$ cat src/inc/dtf_pkg.sv
// constants for the drive trip and fault handler
// assumes a single 50 MHz clock and synchronous inputs
package dtf_pkg;
    localparam int unsigned CLK_HZ = 50_000_000;
    // one second of clock cycles for the loss wait prescaler
    localparam int unsigned SEC_S = 1;
    localparam int unsigned TICKS_PER_SEC = SEC_S * CLK_HZ;
    // loss wait range in seconds
    localparam logic [6:0] WAIT_MIN_S = 7'h01;
    localparam logic [6:0] WAIT_MAX_S = 7'h78;
    // multi-function input width and external fault function code
    localparam int unsigned FUNC_W = 5;
    localparam logic [4:0] FUNC_EXT_FAULT = 5'h13;
    // loss reaction codes
    localparam logic [1:0] LOSS_CONTINUE = 2'h0;
    localparam logic [1:0] LOSS_COAST = 2'h1;
    localparam logic [1:0] LOSS_DECEL = 2'h2;
    localparam int unsigned NUM_INPUTS = 5;
endpackage : dtf_pkg

$ cat src/dtf_loss_timer.sv
// loss wait timer for the frequency command
// assumes present_i and watch_i are synchronous to clk_i
`timescale 1ns/1ps
module dtf_loss_timer #(
    parameter int unsigned TICKS_PER_SEC = dtf_pkg::TICKS_PER_SEC
) (
    input wire logic clk_i,
    input wire logic reset_i,
    input wire logic watch_i,
    input wire logic present_i,
    input wire logic [6:0] wait_sec_i,
    output logic lost_o
);
    localparam int unsigned PW = $clog2(TICKS_PER_SEC);
    localparam logic [PW-1:0] PRE_LAST = PW'(TICKS_PER_SEC - 1);

    // a prescaler shorter than two ticks cannot count a second
    if (TICKS_PER_SEC < 2) begin : g_bad_ticks
        $error("TICKS_PER_SEC must be at least 2");
    end

    logic [PW-1:0] pre_r, pre_nxt;
    logic [6:0] sec_r, sec_nxt;
    logic lost_r, lost_nxt;
    logic [6:0] wait_c;

    always_comb begin
        wait_c = wait_sec_i;
        if (wait_sec_i < dtf_pkg::WAIT_MIN_S) begin
            wait_c = dtf_pkg::WAIT_MIN_S;
        end else if (wait_sec_i > dtf_pkg::WAIT_MAX_S) begin
            wait_c = dtf_pkg::WAIT_MAX_S;
        end
        pre_nxt = pre_r;
        sec_nxt = sec_r;
        lost_nxt = lost_r;
        if (!watch_i || present_i) begin
            // any returning command restarts the wait
            pre_nxt = '0;
            sec_nxt = '0;
            lost_nxt = 1'b0;
        end else if (!lost_r) begin
            if (pre_r == PRE_LAST) begin
                pre_nxt = '0;
                sec_nxt = sec_r + 7'h01;
                if (sec_nxt >= wait_c) begin
                    lost_nxt = 1'b1;
                end
            end else begin
                pre_nxt = pre_r + PW'(1);
            end
        end
    end

    always_ff @(posedge clk_i) begin
        if (reset_i) begin
            pre_r <= '0;
            sec_r <= '0;
            lost_r <= 1'b0;
        end else begin
            pre_r <= pre_nxt;
            sec_r <= sec_nxt;
            lost_r <= lost_nxt;
        end
    end

    assign lost_o = lost_r;

    lost_needs_absence_a: assert property (@(posedge clk_i) disable iff (reset_i)
        $rose(lost_r) |-> $past(watch_i) && !$past(present_i))
        else $error("command declared lost while present");
    lost_after_wait_a: assert property (@(posedge clk_i) disable iff (reset_i)
        $rose(lost_r) |-> sec_r >= $past(wait_c) && sec_r >= dtf_pkg::WAIT_MIN_S)
        else $error("command declared lost before the wait");
    sec_step_a: assert property (@(posedge clk_i) disable iff (reset_i)
        sec_r != $past(sec_r) && sec_r != 7'h00 |-> $past(pre_r) == PRE_LAST)
        else $error("seconds counted before a full second");
endmodule : dtf_loss_timer

$ cat src/dtf_trip_handler.sv
// trip and fault handling for a drive output stage
// assumes all inputs are synchronous to clk_i and already debounced
`timescale 1ns/1ps
// What this block does
// An active emergency stop cuts the output at once and flags an instant cut-off trip.
// Releasing the emergency stop while forward or reverse run is held resumes operation unprompted.
// An input set to code 19 as a normally-open external fault trips the output when its contact closes.
// An input set as a normally-closed external fault trips the output when its contact opens.
// Loss of an analog or serial frequency command triggers the selected loss reaction.
// A control circuit error raises the hardware fault indication.
// Failure to talk to the keypad raises the communication error indication.
// A cooling fan fault raises the fan fault indication.
// Loss reaction 0 keeps the last frequency, 1 cuts the output to coast, 2 decelerates to stop.
// The command counts as lost only after being absent for the wait time of 1 to 120 seconds.
// Every trip but the emergency stop stays latched with the output off until reset after its cause clears.
module dtf_trip_handler #(
    parameter int unsigned NUM_INPUTS = dtf_pkg::NUM_INPUTS,
    parameter int unsigned TICKS_PER_SEC = dtf_pkg::TICKS_PER_SEC
) (
    input wire logic clk_i,
    input wire logic reset_i,
    input wire logic estop_i,
    input wire logic forward_run_input_i,
    input wire logic reverse_run_input_i,
    input wire logic [NUM_INPUTS-1:0] multi_input_i,
    input wire logic [NUM_INPUTS*dtf_pkg::FUNC_W-1:0] multi_input_function_select_i,
    input wire logic [NUM_INPUTS-1:0] multi_input_nc_i,
    input wire logic remote_cmd_source_i,
    input wire logic cmd_present_i,
    input wire logic [1:0] loss_reaction_select_i,
    input wire logic [6:0] loss_wait_time_i,
    input wire logic ctrl_circuit_error_i,
    input wire logic keypad_link_fail_i,
    input wire logic fan_fault_i,
    input wire logic fault_reset_i,
    output logic output_enable_o,
    output logic estop_trip_o,
    output logic ext_fault_o,
    output logic hw_fault_o,
    output logic comm_fault_o,
    output logic fan_fault_o,
    output logic cmd_lost_o,
    output logic cmd_trip_o,
    output logic freq_hold_o,
    output logic decel_stop_o
);
    // refuse input counts outside the supported range
    if (NUM_INPUTS < 1 || NUM_INPUTS > 16) begin : g_bad_inputs
        $error("NUM_INPUTS must be 1 to 16");
    end

    logic [NUM_INPUTS-1:0] no_hit, nc_hit;
    logic ext_cause, run_req, lost_w;

    // per-input external fault decode
    genvar gi;
    generate
        for (gi = 0; gi < NUM_INPUTS; gi++) begin : g_in
            logic is_ext;
            assign is_ext = multi_input_function_select_i[gi*dtf_pkg::FUNC_W +: dtf_pkg::FUNC_W]
                            == dtf_pkg::FUNC_EXT_FAULT;
            assign no_hit[gi] = is_ext && !multi_input_nc_i[gi] && multi_input_i[gi];
            assign nc_hit[gi] = is_ext && multi_input_nc_i[gi] && !multi_input_i[gi];
        end
    endgenerate

    assign ext_cause = |{no_hit, nc_hit};
    assign run_req = forward_run_input_i || reverse_run_input_i;

    dtf_loss_timer #(
        .TICKS_PER_SEC(TICKS_PER_SEC)
    ) u_loss (
        .clk_i(clk_i),
        .reset_i(reset_i),
        .watch_i(remote_cmd_source_i),
        .present_i(cmd_present_i),
        .wait_sec_i(loss_wait_time_i),
        .lost_o(lost_w)
    );

    logic estop_r, estop_nxt;
    logic ext_r, ext_nxt;
    logic hw_r, hw_nxt;
    logic comm_r, comm_nxt;
    logic fan_r, fan_nxt;
    logic ctrip_r, ctrip_nxt;
    logic clear_ok;

    // trip flags: a setting cause always beats a reset in the same cycle
    always_comb begin
        clear_ok = fault_reset_i;
        if (estop_i) begin
            estop_nxt = 1'b1;
        end else if (run_req || fault_reset_i) begin
            estop_nxt = 1'b0;
        end else begin
            estop_nxt = estop_r;
        end
        ext_nxt = ext_cause || (ext_r && !clear_ok);
        hw_nxt = ctrl_circuit_error_i || (hw_r && !clear_ok);
        comm_nxt = keypad_link_fail_i || (comm_r && !clear_ok);
        fan_nxt = fan_fault_i || (fan_r && !clear_ok);
        // coast reaction, and any unassigned code, trips the output
        ctrip_nxt = (lost_w && loss_reaction_select_i != dtf_pkg::LOSS_CONTINUE
                     && loss_reaction_select_i != dtf_pkg::LOSS_DECEL)
                    || (ctrip_r && !(clear_ok && !lost_w));
    end

    always_ff @(posedge clk_i) begin
        if (reset_i) begin
            estop_r <= 1'b0;
            ext_r <= 1'b0;
            hw_r <= 1'b0;
            comm_r <= 1'b0;
            fan_r <= 1'b0;
            ctrip_r <= 1'b0;
        end else begin
            estop_r <= estop_nxt;
            ext_r <= ext_nxt;
            hw_r <= hw_nxt;
            comm_r <= comm_nxt;
            fan_r <= fan_nxt;
            ctrip_r <= ctrip_nxt;
        end
    end

    logic oe_r, oe_nxt;
    logic hold_r, hold_nxt;
    logic decel_r, decel_nxt;
    logic lost_r, lost_nxt;

    // output gate and loss reaction indications
    always_comb begin
        oe_nxt = run_req && !estop_i && !estop_nxt && !ext_nxt && !hw_nxt
                 && !comm_nxt && !fan_nxt && !ctrip_nxt;
        hold_nxt = lost_w && loss_reaction_select_i == dtf_pkg::LOSS_CONTINUE;
        decel_nxt = lost_w && loss_reaction_select_i == dtf_pkg::LOSS_DECEL;
        lost_nxt = lost_w;
    end

    always_ff @(posedge clk_i) begin
        if (reset_i) begin
            oe_r <= 1'b0;
            hold_r <= 1'b0;
            decel_r <= 1'b0;
            lost_r <= 1'b0;
        end else begin
            oe_r <= oe_nxt;
            hold_r <= hold_nxt;
            decel_r <= decel_nxt;
            lost_r <= lost_nxt;
        end
    end

    assign output_enable_o = oe_r;
    assign estop_trip_o = estop_r;
    assign ext_fault_o = ext_r;
    assign hw_fault_o = hw_r;
    assign comm_fault_o = comm_r;
    assign fan_fault_o = fan_r;
    assign cmd_trip_o = ctrip_r;
    assign cmd_lost_o = lost_r;
    assign freq_hold_o = hold_r;
    assign decel_stop_o = decel_r;

    estop_cut_a: assert property (@(posedge clk_i) disable iff (reset_i)
        estop_i |=> !output_enable_o && estop_trip_o)
        else $error("emergency stop did not cut the output");
    estop_resume_a: assert property (@(posedge clk_i) disable iff (reset_i)
        estop_trip_o && !estop_i && forward_run_input_i && !ext_cause && !ctrl_circuit_error_i
        && !keypad_link_fail_i && !fan_fault_i && !lost_w && !ext_fault_o && !hw_fault_o
        && !comm_fault_o && !fan_fault_o && !cmd_trip_o |=> !estop_trip_o && output_enable_o)
        else $error("no resume after emergency stop release");
    ext_open_trip_a: assert property (@(posedge clk_i) disable iff (reset_i)
        |no_hit |=> ext_fault_o && !output_enable_o)
        else $error("normally-open external fault missed");
    ext_closed_trip_a: assert property (@(posedge clk_i) disable iff (reset_i)
        |nc_hit |=> ext_fault_o ##0 !output_enable_o)
        else $error("normally-closed external fault missed");
    loss_coast_a: assert property (@(posedge clk_i) disable iff (reset_i)
        lost_w && loss_reaction_select_i == dtf_pkg::LOSS_COAST |=> cmd_trip_o && !output_enable_o)
        else $error("coast reaction did not cut the output");
    hw_fault_flag_a: assert property (@(posedge clk_i) disable iff (reset_i)
        ctrl_circuit_error_i |=> hw_fault_o && !output_enable_o)
        else $error("hardware fault not raised");
    comm_fault_flag_a: assert property (@(posedge clk_i) disable iff (reset_i)
        keypad_link_fail_i |=> comm_fault_o)
        else $error("keypad communication error not raised");
    fan_fault_flag_a: assert property (@(posedge clk_i) disable iff (reset_i)
        fan_fault_i |=> fan_fault_o)
        else $error("fan fault not raised");
    loss_modes_a: assert property (@(posedge clk_i) disable iff (reset_i)
        lost_w |=> (freq_hold_o == ($past(loss_reaction_select_i) == dtf_pkg::LOSS_CONTINUE))
        && (decel_stop_o == ($past(loss_reaction_select_i) == dtf_pkg::LOSS_DECEL)))
        else $error("loss reaction indication wrong");
    trip_latch_a: assert property (@(posedge clk_i) disable iff (reset_i)
        ext_fault_o && !fault_reset_i |=> ext_fault_o && !output_enable_o)
        else $error("external fault released without reset");
    estop_hold_a: assert property (@(posedge clk_i) disable iff (reset_i)
        estop_trip_o && !estop_i && !forward_run_input_i && !reverse_run_input_i && !fault_reset_i
        |=> estop_trip_o)
        else $error("emergency stop trip released without a run input");
    run_gate_a: assert property (@(posedge clk_i) disable iff (reset_i)
        !forward_run_input_i && !reverse_run_input_i |=> !output_enable_o)
        else $error("output enabled without a run input");
    ext_clear_a: assert property (@(posedge clk_i) disable iff (reset_i)
        ext_fault_o && fault_reset_i && !ext_cause |=> !ext_fault_o)
        else $error("external fault not cleared by reset");
    hw_latch_a: assert property (@(posedge clk_i) disable iff (reset_i)
        hw_fault_o && !fault_reset_i |=> hw_fault_o && !output_enable_o)
        else $error("hardware fault released without reset");
    comm_latch_a: assert property (@(posedge clk_i) disable iff (reset_i)
        comm_fault_o && !fault_reset_i |=> comm_fault_o && !output_enable_o)
        else $error("communication error released without reset");
    fan_latch_a: assert property (@(posedge clk_i) disable iff (reset_i)
        fan_fault_o && !fault_reset_i |=> fan_fault_o && !output_enable_o)
        else $error("fan fault released without reset");
    coast_latch_a: assert property (@(posedge clk_i) disable iff (reset_i)
        cmd_trip_o && !fault_reset_i |=> cmd_trip_o && !output_enable_o)
        else $error("coast trip released without reset");
    lost_show_a: assert property (@(posedge clk_i) disable iff (reset_i)
        lost_w |=> cmd_lost_o)
        else $error("command loss not shown");
    lost_clear_a: assert property (@(posedge clk_i) disable iff (reset_i)
        !lost_w |=> !cmd_lost_o)
        else $error("command loss shown while present");
endmodule : dtf_trip_handler

$ cat config.mk
export PLATFORM = sky130hd
export DESIGN_NAME = dtf_trip_handler
export DESIGN_NICKNAME = d
export VERILOG_FILES = /design/src/inc/dtf_pkg.sv /design/src/dtf_loss_timer.sv /design/src/dtf_trip_handler.sv
export SDC_FILE = /design/constraint.sdc
export NUM_CORES = 1
export LEC_CHECK = 0
export BUFFER_PORTS_ARGS = -buffer_cell sky130_fd_sc_hd__buf_2
export CELL_PAD_IN_SITES_DETAIL_PLACEMENT = 1
export CELL_PAD_IN_SITES_GLOBAL_PLACEMENT = 1
export CORE_MARGIN = 1.5
export CORE_UTILIZATION = 38
export CTS_BUF_LIST = sky130_fd_sc_hd__clkbuf_16
export DETAILED_ROUTE_END_ITERATION = 10
export PLACE_DENSITY = 0.79
export SYNTH_ARGS = -nofsm -noshare
export SYNTH_HDL_FRONTEND = slang
export SYNTH_SLANG_ARGS = --single-unit
$ cat constraint.sdc
create_clock -name clk_i -period 2.18 [get_ports clk_i]
set_input_delay 0.109 -clock clk_i [delete_from_list [all_inputs] [get_ports clk_i]]
set_output_delay 0.109 -clock clk_i [all_outputs]
set_load 0.02 [all_outputs]
==> reports/metrics.yaml, run 1 <==
outcome: "finished clean"
grt_max_degree: 20
fin_nets: 409
crit_required_ns: 2.37
fp.dieH_um: 82.30
setup.worst_path.class: "reg2reg"
cts_buffers: 5
crit_path_start_kind: "register"
vias_per_cell: 5.316
hold_path.class: "in2reg"
relSlewSlack_pct: 58.82
ys_warn_count: 0
fin_area_mm2: 0.002988
r2r-start: "u_loss.sec_r[0]"
clk_pin_slew_ns: 0.06
gp_congestion: 0.7476
tns_ns: 0
final_cell_mix: "64 x buf_2, 50 x nor2_1, 43 x dfxtp_1"
cpMostUsedCell: "nand3_1"
vias: 2238
tightest_slew_ns: 0.6163
crit_path_end_kind: "register"
area_growth_pct: 25.03
num_rows: 28
min-delay-start: "loss_reaction_select_i[1]"
p_leak_nw: 1.240
synth_area_leaders: "dfxtp_1 37%, nor2_1 7.9%, xor2_1 7.7%"
synth_area_mm2: 0.002390
final-hold-violation-count: 0
rrSetupSlack_ns: 0.13
skew_ns: 0.004964
cpPeakStageDelay_ns: 0.37
dpl_cell_area_mm2: 0.002819
largest_register_ffs: 26
synth_top_area_cell: "dfxtp_1"
avgSynthCellArea_um2: 8.659
boundaryPins: 65
cts_num_sinks: 44
top_regs: "u_loss.pre_r x26, u_loss.sec_r x7"
port_buffers: 64
dpl.hpwl_mm: 4.647
die-area_mm2: 0.006773
grt_pass1_vias: 2225
ys_async_sr_fraction_pct: 0
clockBufferDepth: 2
yosysUniqueCellTypes: 46
cp.arrival_ns: 2.24
synth_top_area_share_pct: 36.86
cts_setup_buffers: 0
yosysSeqAreaShare_pct: 36.86
die_x_um: 82.30
grt_pass1_wl_mm: 9.880
post-route-period-util_pct: 94.09
dr.pass1.iters: 4
path_cells: "ha_2, nand3_1, or2_4, xnor2_1, ha_1, nand3_1, o211a_1, a211oi_1"
drc: 0
drive_gt1_share_pct: 26.01
startpoint: "u_loss.sec_r[0]"
nFillCells: 741
whs_ns: 0.01829
postRouteAntennaNets: 0
crit_slowest_cell: "dfxtp_2"
gr-usage-all-layers_pct: 18.59
ys_ff_latch: 44
wl_per_cell_um: 14.23
diodes: 0
final_common_cell: "buf_2"
fin_util_pct: 49.87
antenna_found_initial: 0
cp_num_buf_inv: 0
top_register: "u_loss.pre_r"
tritoncts: "yes"
coreArea_mm2: 0.005991
cp_top_family: "simple AND/OR/NAND/NOR gates"
min_period_ns: 2.051
insertion_delay_ns: 0.28
critical_path_peak_fanout: 4
cts_htree_levels: 2
max-vdd-ir-drop_mv: 0.3747
synth_edf_count: 0
power_density_mw_per_mm2: 593.8
cts_root_buf: "clkbuf_16"
setup_violations: 0
grt_remaining_overflow: 0
drt_wl_total_mm: 5.989
synthCells: 276
drtIter0Drc: 57
synthesis.nets: 340
slew_viol_final: 0
fmax_ghz: 0.4875
ys.flop_type: "dfxtp_1"
rsz0062_at_grt: "no"
start_util_pct: 39.89
cap_violations: 0
[report_power, final]
group          total (mW)  leakage [nW]  internal, mW  switching [mW]
Sequential          0.816         0.356         0.811         0.00521
Combinational       0.122         0.805        0.0622          0.0603
Clock               0.836        0.0789         0.532           0.303
[cell type report]
type                       count  area [µm²]  share of cell area [%]
multi-input combinational    217        1449                   48.49
inverter                       8       30.03                   1.005
timing repair buffer          69       370.4                   12.40
sequential                    44       882.1                   29.52
tap                           75       93.84                   3.141
clock inverter                 3       37.54                   1.256
clock buffer                   5       125.1                   4.188
[routing by layer]
layer	track usage (%)	vias to the layer above	part of all wire, %
met1	22.91	1073	45
met2	32.68	48	49
met3	4.615	5	4.6
met4	3.559	0	0.73
li1	-	1112	-
met5	0	-	0
[final timing paths]
kind / endpoint / cells after the start
min: freq_hold_o / 2
max: u_loss.lost_o / 8
max reg2reg: u_loss.lost_o / 8
min reg2reg: u_loss.pre_r[23] / 2
[worst register-to-register path: cells and delay by family (launching register included)]
| family | cells | cell delay [ns] |
|---|---|---|
| adder cells (fa/ha/maj) | 2 | 0.51 |
| AND/OR/NAND/NOR | 3 | 0.53 |
| flip-flops | 1 | 0.37 |
| XOR/XNOR | 1 | 0.13 |
| AO/OA/AOI/OAI | 2 | 0.42 |
[metrics by stage]
step / worst slack, ns / power, mW / std cells
2_1_floorplan: 0.2328 / 0.8858 / 276
3_3_place_gp: 0.1429 / 0.9535 / 413
3_5_place_dp: 0.04003 / 0.9575 / 413
4_1_cts: 0.02162 / 1.793 / 421
5_1_grt: 0.001385 / 1.844 / 421
6_report: 0.1288 / 1.774 / 421
[timing repair]
action,in CTS,in global routing
setup endpoints to repair,1,1
gates resized for setup,1,2
hold buffers,0,0
[cells by family (layout without fill, tap and decap cells)]
group / Yosys count / count (layout) / synth area share (%)
AND/OR/NAND/NOR: 146 / 146 / 34.82
XOR/XNOR: 38 / 38 / 13.93
flip-flops: 44 / 44 / 36.86
buffers and inverters: 15 / 85 / 2.722
adder cells (fa/ha/maj): 9 / 9 / 4.712
multiplexers: 1 / 1 / 0.4189
AO/OA/AOI/OAI: 23 / 23 / 6.545
[Yosys cell counts (all sizes together) (2+ instances only)]
cell type,number
and4,4
and3,6
nor2b,2
xnor2,17
nor4,12
clkbuf,5
buf,2
or2,4
a21oi,12
nor3b,3
dfxtp,44
xor2,21
nand4,16
inv,8
o21ai,3
nand3,14
nor4b,3
nor2,50
nand2,19
nor3,5
ha,9
No activity file was read; power rests on OpenSTA's default activity.
==> run 2: changes to the inputs <==
CORE_UTILIZATION = 39   (was 38)
CTS_BUF_LIST = sky130_fd_sc_hd__clkbuf_8   (was sky130_fd_sc_hd__clkbuf_16)
PLACE_DENSITY = 0.8   (was 0.79)
RECOVER_POWER = 25   (was default)
==> run 2 against run 1 <==
  * Global-route usage grew 1.1 points
  * Via count grew 0.49%
  * Worst hold slack gained 0.0012 ns
  * Non-clock buffer count grew 4
  * Critical path depth is the same
  * Sequential power is essentially flat
  * Wire length grew 2.8%
  * Critical path type unchanged
  * Critical endpoint unchanged
==> reports/metrics.yaml, run 2 (synthesis gave the netlist of run 1 again) <==
postRouteAntennaNets: 0  # unchanged
hold_path.class: "in2reg"
reg2regPathDepth: 8  # unchanged
area_growth_pct: 24.29
top_regs: "u_loss.pre_r x26, u_loss.sec_r x7"
slew_viol_final: 0  # unchanged
p_leak_nw: 1.200  # -3.3%
grt_max_degree: 20  # unchanged
drc: 0  # unchanged
gp_congestion: 0.8062  # +7.8%
power_frac_clock_pct: 39.9  # -7.2 points
diodes: 0  # unchanged
top_register: "u_loss.pre_r"
vias: 2249  # +0.49%
setup.worst_path.class: "reg2reg"
critical_path_peak_fanout: 4  # unchanged
grt_remaining_overflow: 0  # unchanged
post-route-period-util_pct: 91.55  # -2.5 points
r2r_end: "u_loss.lost_o"
clockBufferDepth: 2  # unchanged
drt_wl_total_mm: 6.159  # +2.8%
cts_htree_levels: 2  # unchanged
setup_violations: 0  # unchanged
worstHoldPathCells: 3  # +1
gr-usage-all-layers_pct: 19.66  # +1.1 points
fp.dieH_um: 81.28  # -1.2%
crit_path_end_kind: "register"
relSlewSlack_pct: 59.52  # +0.70 points
cts_root_buf: "clkbuf_8"
insertion_delay_ns: 0.30  # +0.02 ns
seq_power_share_pct: 51.9  # +5.9 points
fmax_ghz: 0.5011  # +2.8%
cap_violations: 0  # unchanged
clk_pin_slew_ns: 0.09  # +0.03 ns
tns_ns: 0  # unchanged
whs_ns: 0.01953  # +0.001244 ns
swShare_pct: 22.67  # +1.9 points
crit_required_ns: 2.40  # +0.03 ns
fin_nets: 413  # +0.98%
wl_per_cell_um: 14.49  # +1.9%
boundaryPins: 65  # unchanged
largest_register_ffs: 26  # unchanged
max-vdd-ir-drop_mv: 0.2257  # -40%
skew_ns: 0.006898  # +0.001933 ns
dpl.hpwl_mm: 4.637  # -0.21%
cp.arrival_ns: 2.21  # -0.03 ns
drtIter0Drc: 37  # -35%
min_to: "fan_fault_o"
cpPeakStageDelay_ns: 0.37  # about the same
p_int_mw: 1.211  # -14%
crit_path_start_kind: "register"
rsz0062_at_grt: "no"
r2r-start: "u_loss.sec_r[0]"
min_period_ns: 1.996  # -0.05545 ns
final_cell_mix: "55 x buf_2, 50 x nor2_1, 41 x dfxtp_1"
dr.pass1.iters: 4  # unchanged
tritoncts: "yes"
power_density_mw_per_mm2: 527.1  # -11%
rrSetupSlack_ns: 0.18  # +0.06 ns
coreArea_mm2: 0.005921  # -1.2%
final-hold-violation-count: 0  # unchanged
crit_slowest_cell: "dfxtp_4"
cts_num_sinks: 44  # unchanged
die_x_um: 81.28  # -1.2%
die-area_mm2: 0.006606  # -2.5%
final_common_cell: "buf_2"
outcome: "finished clean"
path_cells: "ha_2, nand3_2, or2_2, xnor2_1, ha_1, nand3_1, o211a_1, a211oi_1"
switchingPower_mw: 0.3549  # -3.8%
power_frac_comb_pct: 8.1  # +1.2 points
antenna_found_initial: 0  # unchanged
drive_gt1_share_pct: 24.86  # -1.2 points
vias_per_cell: 5.292  # -0.45%
tightest_slew_ns: 0.6059  # -0.01042 ns
grt_pass1_wl_mm: 10.16  # +2.9%
start_util_pct: 40.36  # +0.47 points
num_rows: 28  # unchanged
grt_pass1_vias: 2315  # +4.0%
min-delay-start: "fan_fault_i"
port_buffers: 64  # unchanged
cts_buffers: 5  # unchanged
cts_setup_buffers: 0  # unchanged
==> run 2: cell count changes in the layout (fill, tap and decap cells not counted), sizes merged <==
cell	before	now
dlygate4sd3	0	3
clkinvlp	0	1
clkinv	2	1
clkbuf	5	14
buf	69	61
==> run 2: critical path, delay by kind of cell (launching register included) <==
family | cells | cell delay (ns)
AOI/OAI and AO/OA | 2 | 0.40
and+or+nand+nor | 3 | 0.50
adders and majority gates | 2 | 0.50
xor gates and xnor gates | 1 | 0.13
DFF | 1 | 0.37
==> run 2: worst max path at each step <==
stage                     from             to  slack, ns  depth (start not counted)
5_1_grt        u_loss.sec_r[0]  u_loss.lost_o      0.009                          8
6_report       u_loss.sec_r[0]  u_loss.lost_o       0.18                          8
2_1_floorplan  u_loss.sec_r[0]  u_loss.lost_o       0.23                          8
3_5_place_dp   u_loss.sec_r[0]  u_loss.lost_o       0.06                          8
4_1_cts        u_loss.sec_r[0]  u_loss.lost_o       0.04                          8
3_3_place_gp   u_loss.sec_r[0]  u_loss.lost_o       0.15                          8
==> run 2: area by class of cell <==
| class | instances | area, µm² |
|---|---|---|
| clock buffer | 5 | 68.82 |
| clock inverter | 3 | 42.54 |
| fill | 758 | 2950 |
| inverter | 8 | 30.03 |
| multi-input combinational | 217 | 1451 |
| sequential | 44 | 887.1 |
| tap | 75 | 93.84 |
| timing repair buffer | 73 | 396.6 |
==> run 2: repair_timing <==
item | in CTS | in global routing
endpoints found under the hold margin | 2 | 0
setup endpoints to repair | 0 | 1
gates resized for setup | 0 | 6
hold buffers | 3 | 0
==> run 2: power by group through the flow <==
stage	sequential, mW	combinational (mW)	clock, mW
5_1_grt	0.814	0.141	0.679
2_1_floorplan	0.840	0.0461	0
6_report	0.813	0.127	0.625
3_3_place_gp	0.833	0.122	0
3_5_place_dp	0.833	0.126	0
4_1_cts	0.815	0.129	0.641
==> run 2: metal layers <==
layer  vias to the layer above  share of wire (%)  wire length (µm)  global-route usage (%)
li1                       1118                  -                 -                       -
met5                         -                  0                 0                       0
met3                        10                4.9               301                   4.045
met4                         0                1.8               108                   6.724
met1                      1052                 43              2659                   22.95
met2                        69                 50              3090                   35.29
==> run 2: stage by stage <==
| step | power (mW) | std cells | utilization (%) | cell area [µm²] | setup WS [ns] |
|---|---|---|---|---|---|
| detailed placement | 0.9590 | 414 | 47.74 | 2826 | 0.05612 |
| global placement | 0.9550 | 414 | 47.74 | 2826 | 0.1470 |
| global route | 1.634 | 425 | 50.17 | 2970 | 0.008790 |
| finish | 1.566 | 425 | 50.17 | 2970 | 0.1843 |
| floorplan | 0.8858 | 276 | - | 2390 | 0.2328 |
| CTS | 1.584 | 425 | 50.13 | 2968 | 0.04465 |
==> run 3: changes to the inputs <==
CORE_MARGIN = default   (was 1.5)
SLEW_MARGIN = 20   (was default)
==> run 3 against run 2 <==
  * First-iteration DRC count is 70% higher
  * Sequential share of layout area is 0.61 points lower
  * Critical path depth stayed put
  * Via count is 1.2% higher
  * Core utilization is 0.76 points higher
  * Clock-buffer cell count stayed put
  * Global-route usage is 0.66 points higher
  * Setup slack worse by 0.029 ns
  * Power is 15% higher
==> reports/metrics.yaml, run 3 (synthesis gave the netlist of run 1 again) <==
antenna_found_initial: 0  # unchanged
drt_wl_total_mm: 6.108  # -0.83%
p_leak_nw: 1.217  # +1.5%
max-vdd-ir-drop_mv: 0.2751  # +22%
area_growth_pct: 26.18
wl_per_cell_um: 14.41  # -0.59%
fmax_ghz: 0.4940  # -1.4%
gr-usage-all-layers_pct: 20.32  # +0.66 points
final_common_cell: "buf_2"
nFillCells: 741  # -2.2%
multi_input_area_mm2: 0.001461  # +0.69%
grt_max_degree: 20  # unchanged
setup_violations: 0  # unchanged
final-hold-violation-count: 0  # unchanged
grt_pass1_vias: 2287  # -1.2%
diodes: 0  # unchanged
dp_slack_ns: 0.004983  # -0.05114 ns
drive_gt1_share_pct: 24.07  # -0.79 points
largest_register_ffs: 26  # unchanged
die-area_mm2: 0.006445  # -2.4%
crit_path_start_kind: "register"
cts_htree_levels: 2  # unchanged
start_util_pct: 40.36  # unchanged
coreArea_mm2: 0.005921  # unchanged
dr.pass1.iters: 4  # unchanged
gp_congestion: 0.7721  # -4.2%
reg2regPathDepth: 8  # unchanged
port_buffers: 64  # unchanged
power_density_mw_per_mm2: 596.9  # +13%
post-route-period-util_pct: 92.86  # +1.3 points
grt_pass1_wl_mm: 10.18  # +0.14%
rsz0062_at_grt: "no"
tns_ns: 0  # unchanged
grt_remaining_overflow: 0  # unchanged
slew_viol_final: 0  # unchanged
relSlewSlack_pct: 62.59  # +3.1 points
dp.cells: 413  # -0.24%
drc: 0  # unchanged
clockBufferDepth: 2  # unchanged
vias_per_cell: 5.366  # +1.4%
clk_pin_slew_ns: 0.09  # about the same
worstHoldPathCells: 3  # unchanged
fin_cells: 424  # -0.24%
vias: 2275  # +1.2%
cts_root_buf: "clkbuf_8"
cp.arrival_ns: 2.24  # +0.03 ns
fp.dieH_um: 80.28  # -1.2%
boundaryPins: 65  # unchanged
final_cell_mix: "55 x buf_2, 50 x nor2_1, 43 x dfxtp_1"
fin_nets: 412  # -0.24%
setup.worst_path.class: "reg2reg"
cap_violations: 0  # unchanged
finalPower_mw: 1.800  # +15%
die_x_um: 80.28  # -1.2%
insertion_delay_ns: 0.30  # about the same
drtIter0Drc: 63  # +70%
cts_buffers: 5  # unchanged
tightest_slew_ns: 0.5599  # -0.04600 ns
hold_path.class: "in2reg"
outcome: "finished clean"
cts_num_sinks: 44  # unchanged
skew_ns: 0.006578  # -0.0003198 ns
dpl.hpwl_mm: 4.650  # +0.27%
tritoncts: "yes"
crit_path_end_kind: "register"
num_rows: 28  # unchanged
fin_util_pct: 50.93  # +0.76 points
setup_ws_ns: 0.1556  # -0.02866 ns
seq_area_um2: 882.1  # -0.56%
crit_required_ns: 2.40  # about the same
postRouteAntennaNets: 0  # unchanged
critical_path_peak_fanout: 3  # -1
top_regs: "u_loss.pre_r x26, u_loss.sec_r x7"
top_register: "u_loss.pre_r"
min_period_ns: 2.024  # +0.02866 ns
[run 3: cell count changes in the layout (fill, tap and decap cells not counted), sizes merged]
cell | previous run | this run
bufinv | 1 | 3
clkinvlp | 1 | 0
buf | 61 | 60
clkinv | 1 | 0
[run 3: path summary, 6_finish.rpt]
check | from | end | slack (ns)
setup / recovery | u_loss.sec_r[1] | u_loss.lost_o | 0.16
hold / removal | estop_i | estop_trip_o | 0.02
setup reg to reg | u_loss.sec_r[1] | u_loss.lost_o | 0.16
hold reg to reg | estop_trip_o | estop_trip_o | 0.51
[run 3: critical path, stage by stage, from the launching register on]
cell and delay, ns:
dfxtp_1 0.40, ha_4 0.17, nand3_2 0.11, or2_2 0.34, xnor2_1 0.14, ha_1 0.31, nand3_1 0.08, o211a_1 0.20
a211oi_1 0.19
[run 3: report_power, final]
part           switching, mW  internal, mW  leakage, nW
Sequential           0.00531         0.809        0.356
Clock                  0.285         0.573       0.0784
Combinational         0.0637        0.0634        0.783
[run 3: metrics by stage]
step	area, µm²	hold slack (ns)
final	3015	0.02015
after global placement	2819	0.2893
after global routing	3015	0.01704
after floorplan	2390	0.1860
after detailed placement	2819	0.2932
after CTS	3010	0.01211
[run 3: layout make-up]
cell class	count	area share, %
sequential	44	29.25
timing repair buffer	72	12.90
inverter	8	0.9959
tap	75	3.112
multi-input combinational	217	48.46
clock inverter	3	2.988
clock buffer	5	2.282
[run 3: what timing repair did]
item | in CTS | in global routing
gates cloned | 0 | 0
hold buffers | 3 | 0
gates resized for setup | 1 | 3
buffers inserted | 0 | 0
endpoints found under the hold margin | 2 | 0
endpoints found under the setup margin | 1 | 1
[run 3: per-layer routing]
layer	vias to the layer above	track usage [%]	part of all wire [%]	wire length, µm
li1	1120	-	-	-
met1	1082	23.89	43	2647
met2	65	36.67	51	3109
met3	8	3.636	4.1	250
met4	0	7.143	1.6	100
met5	-	0	0	0
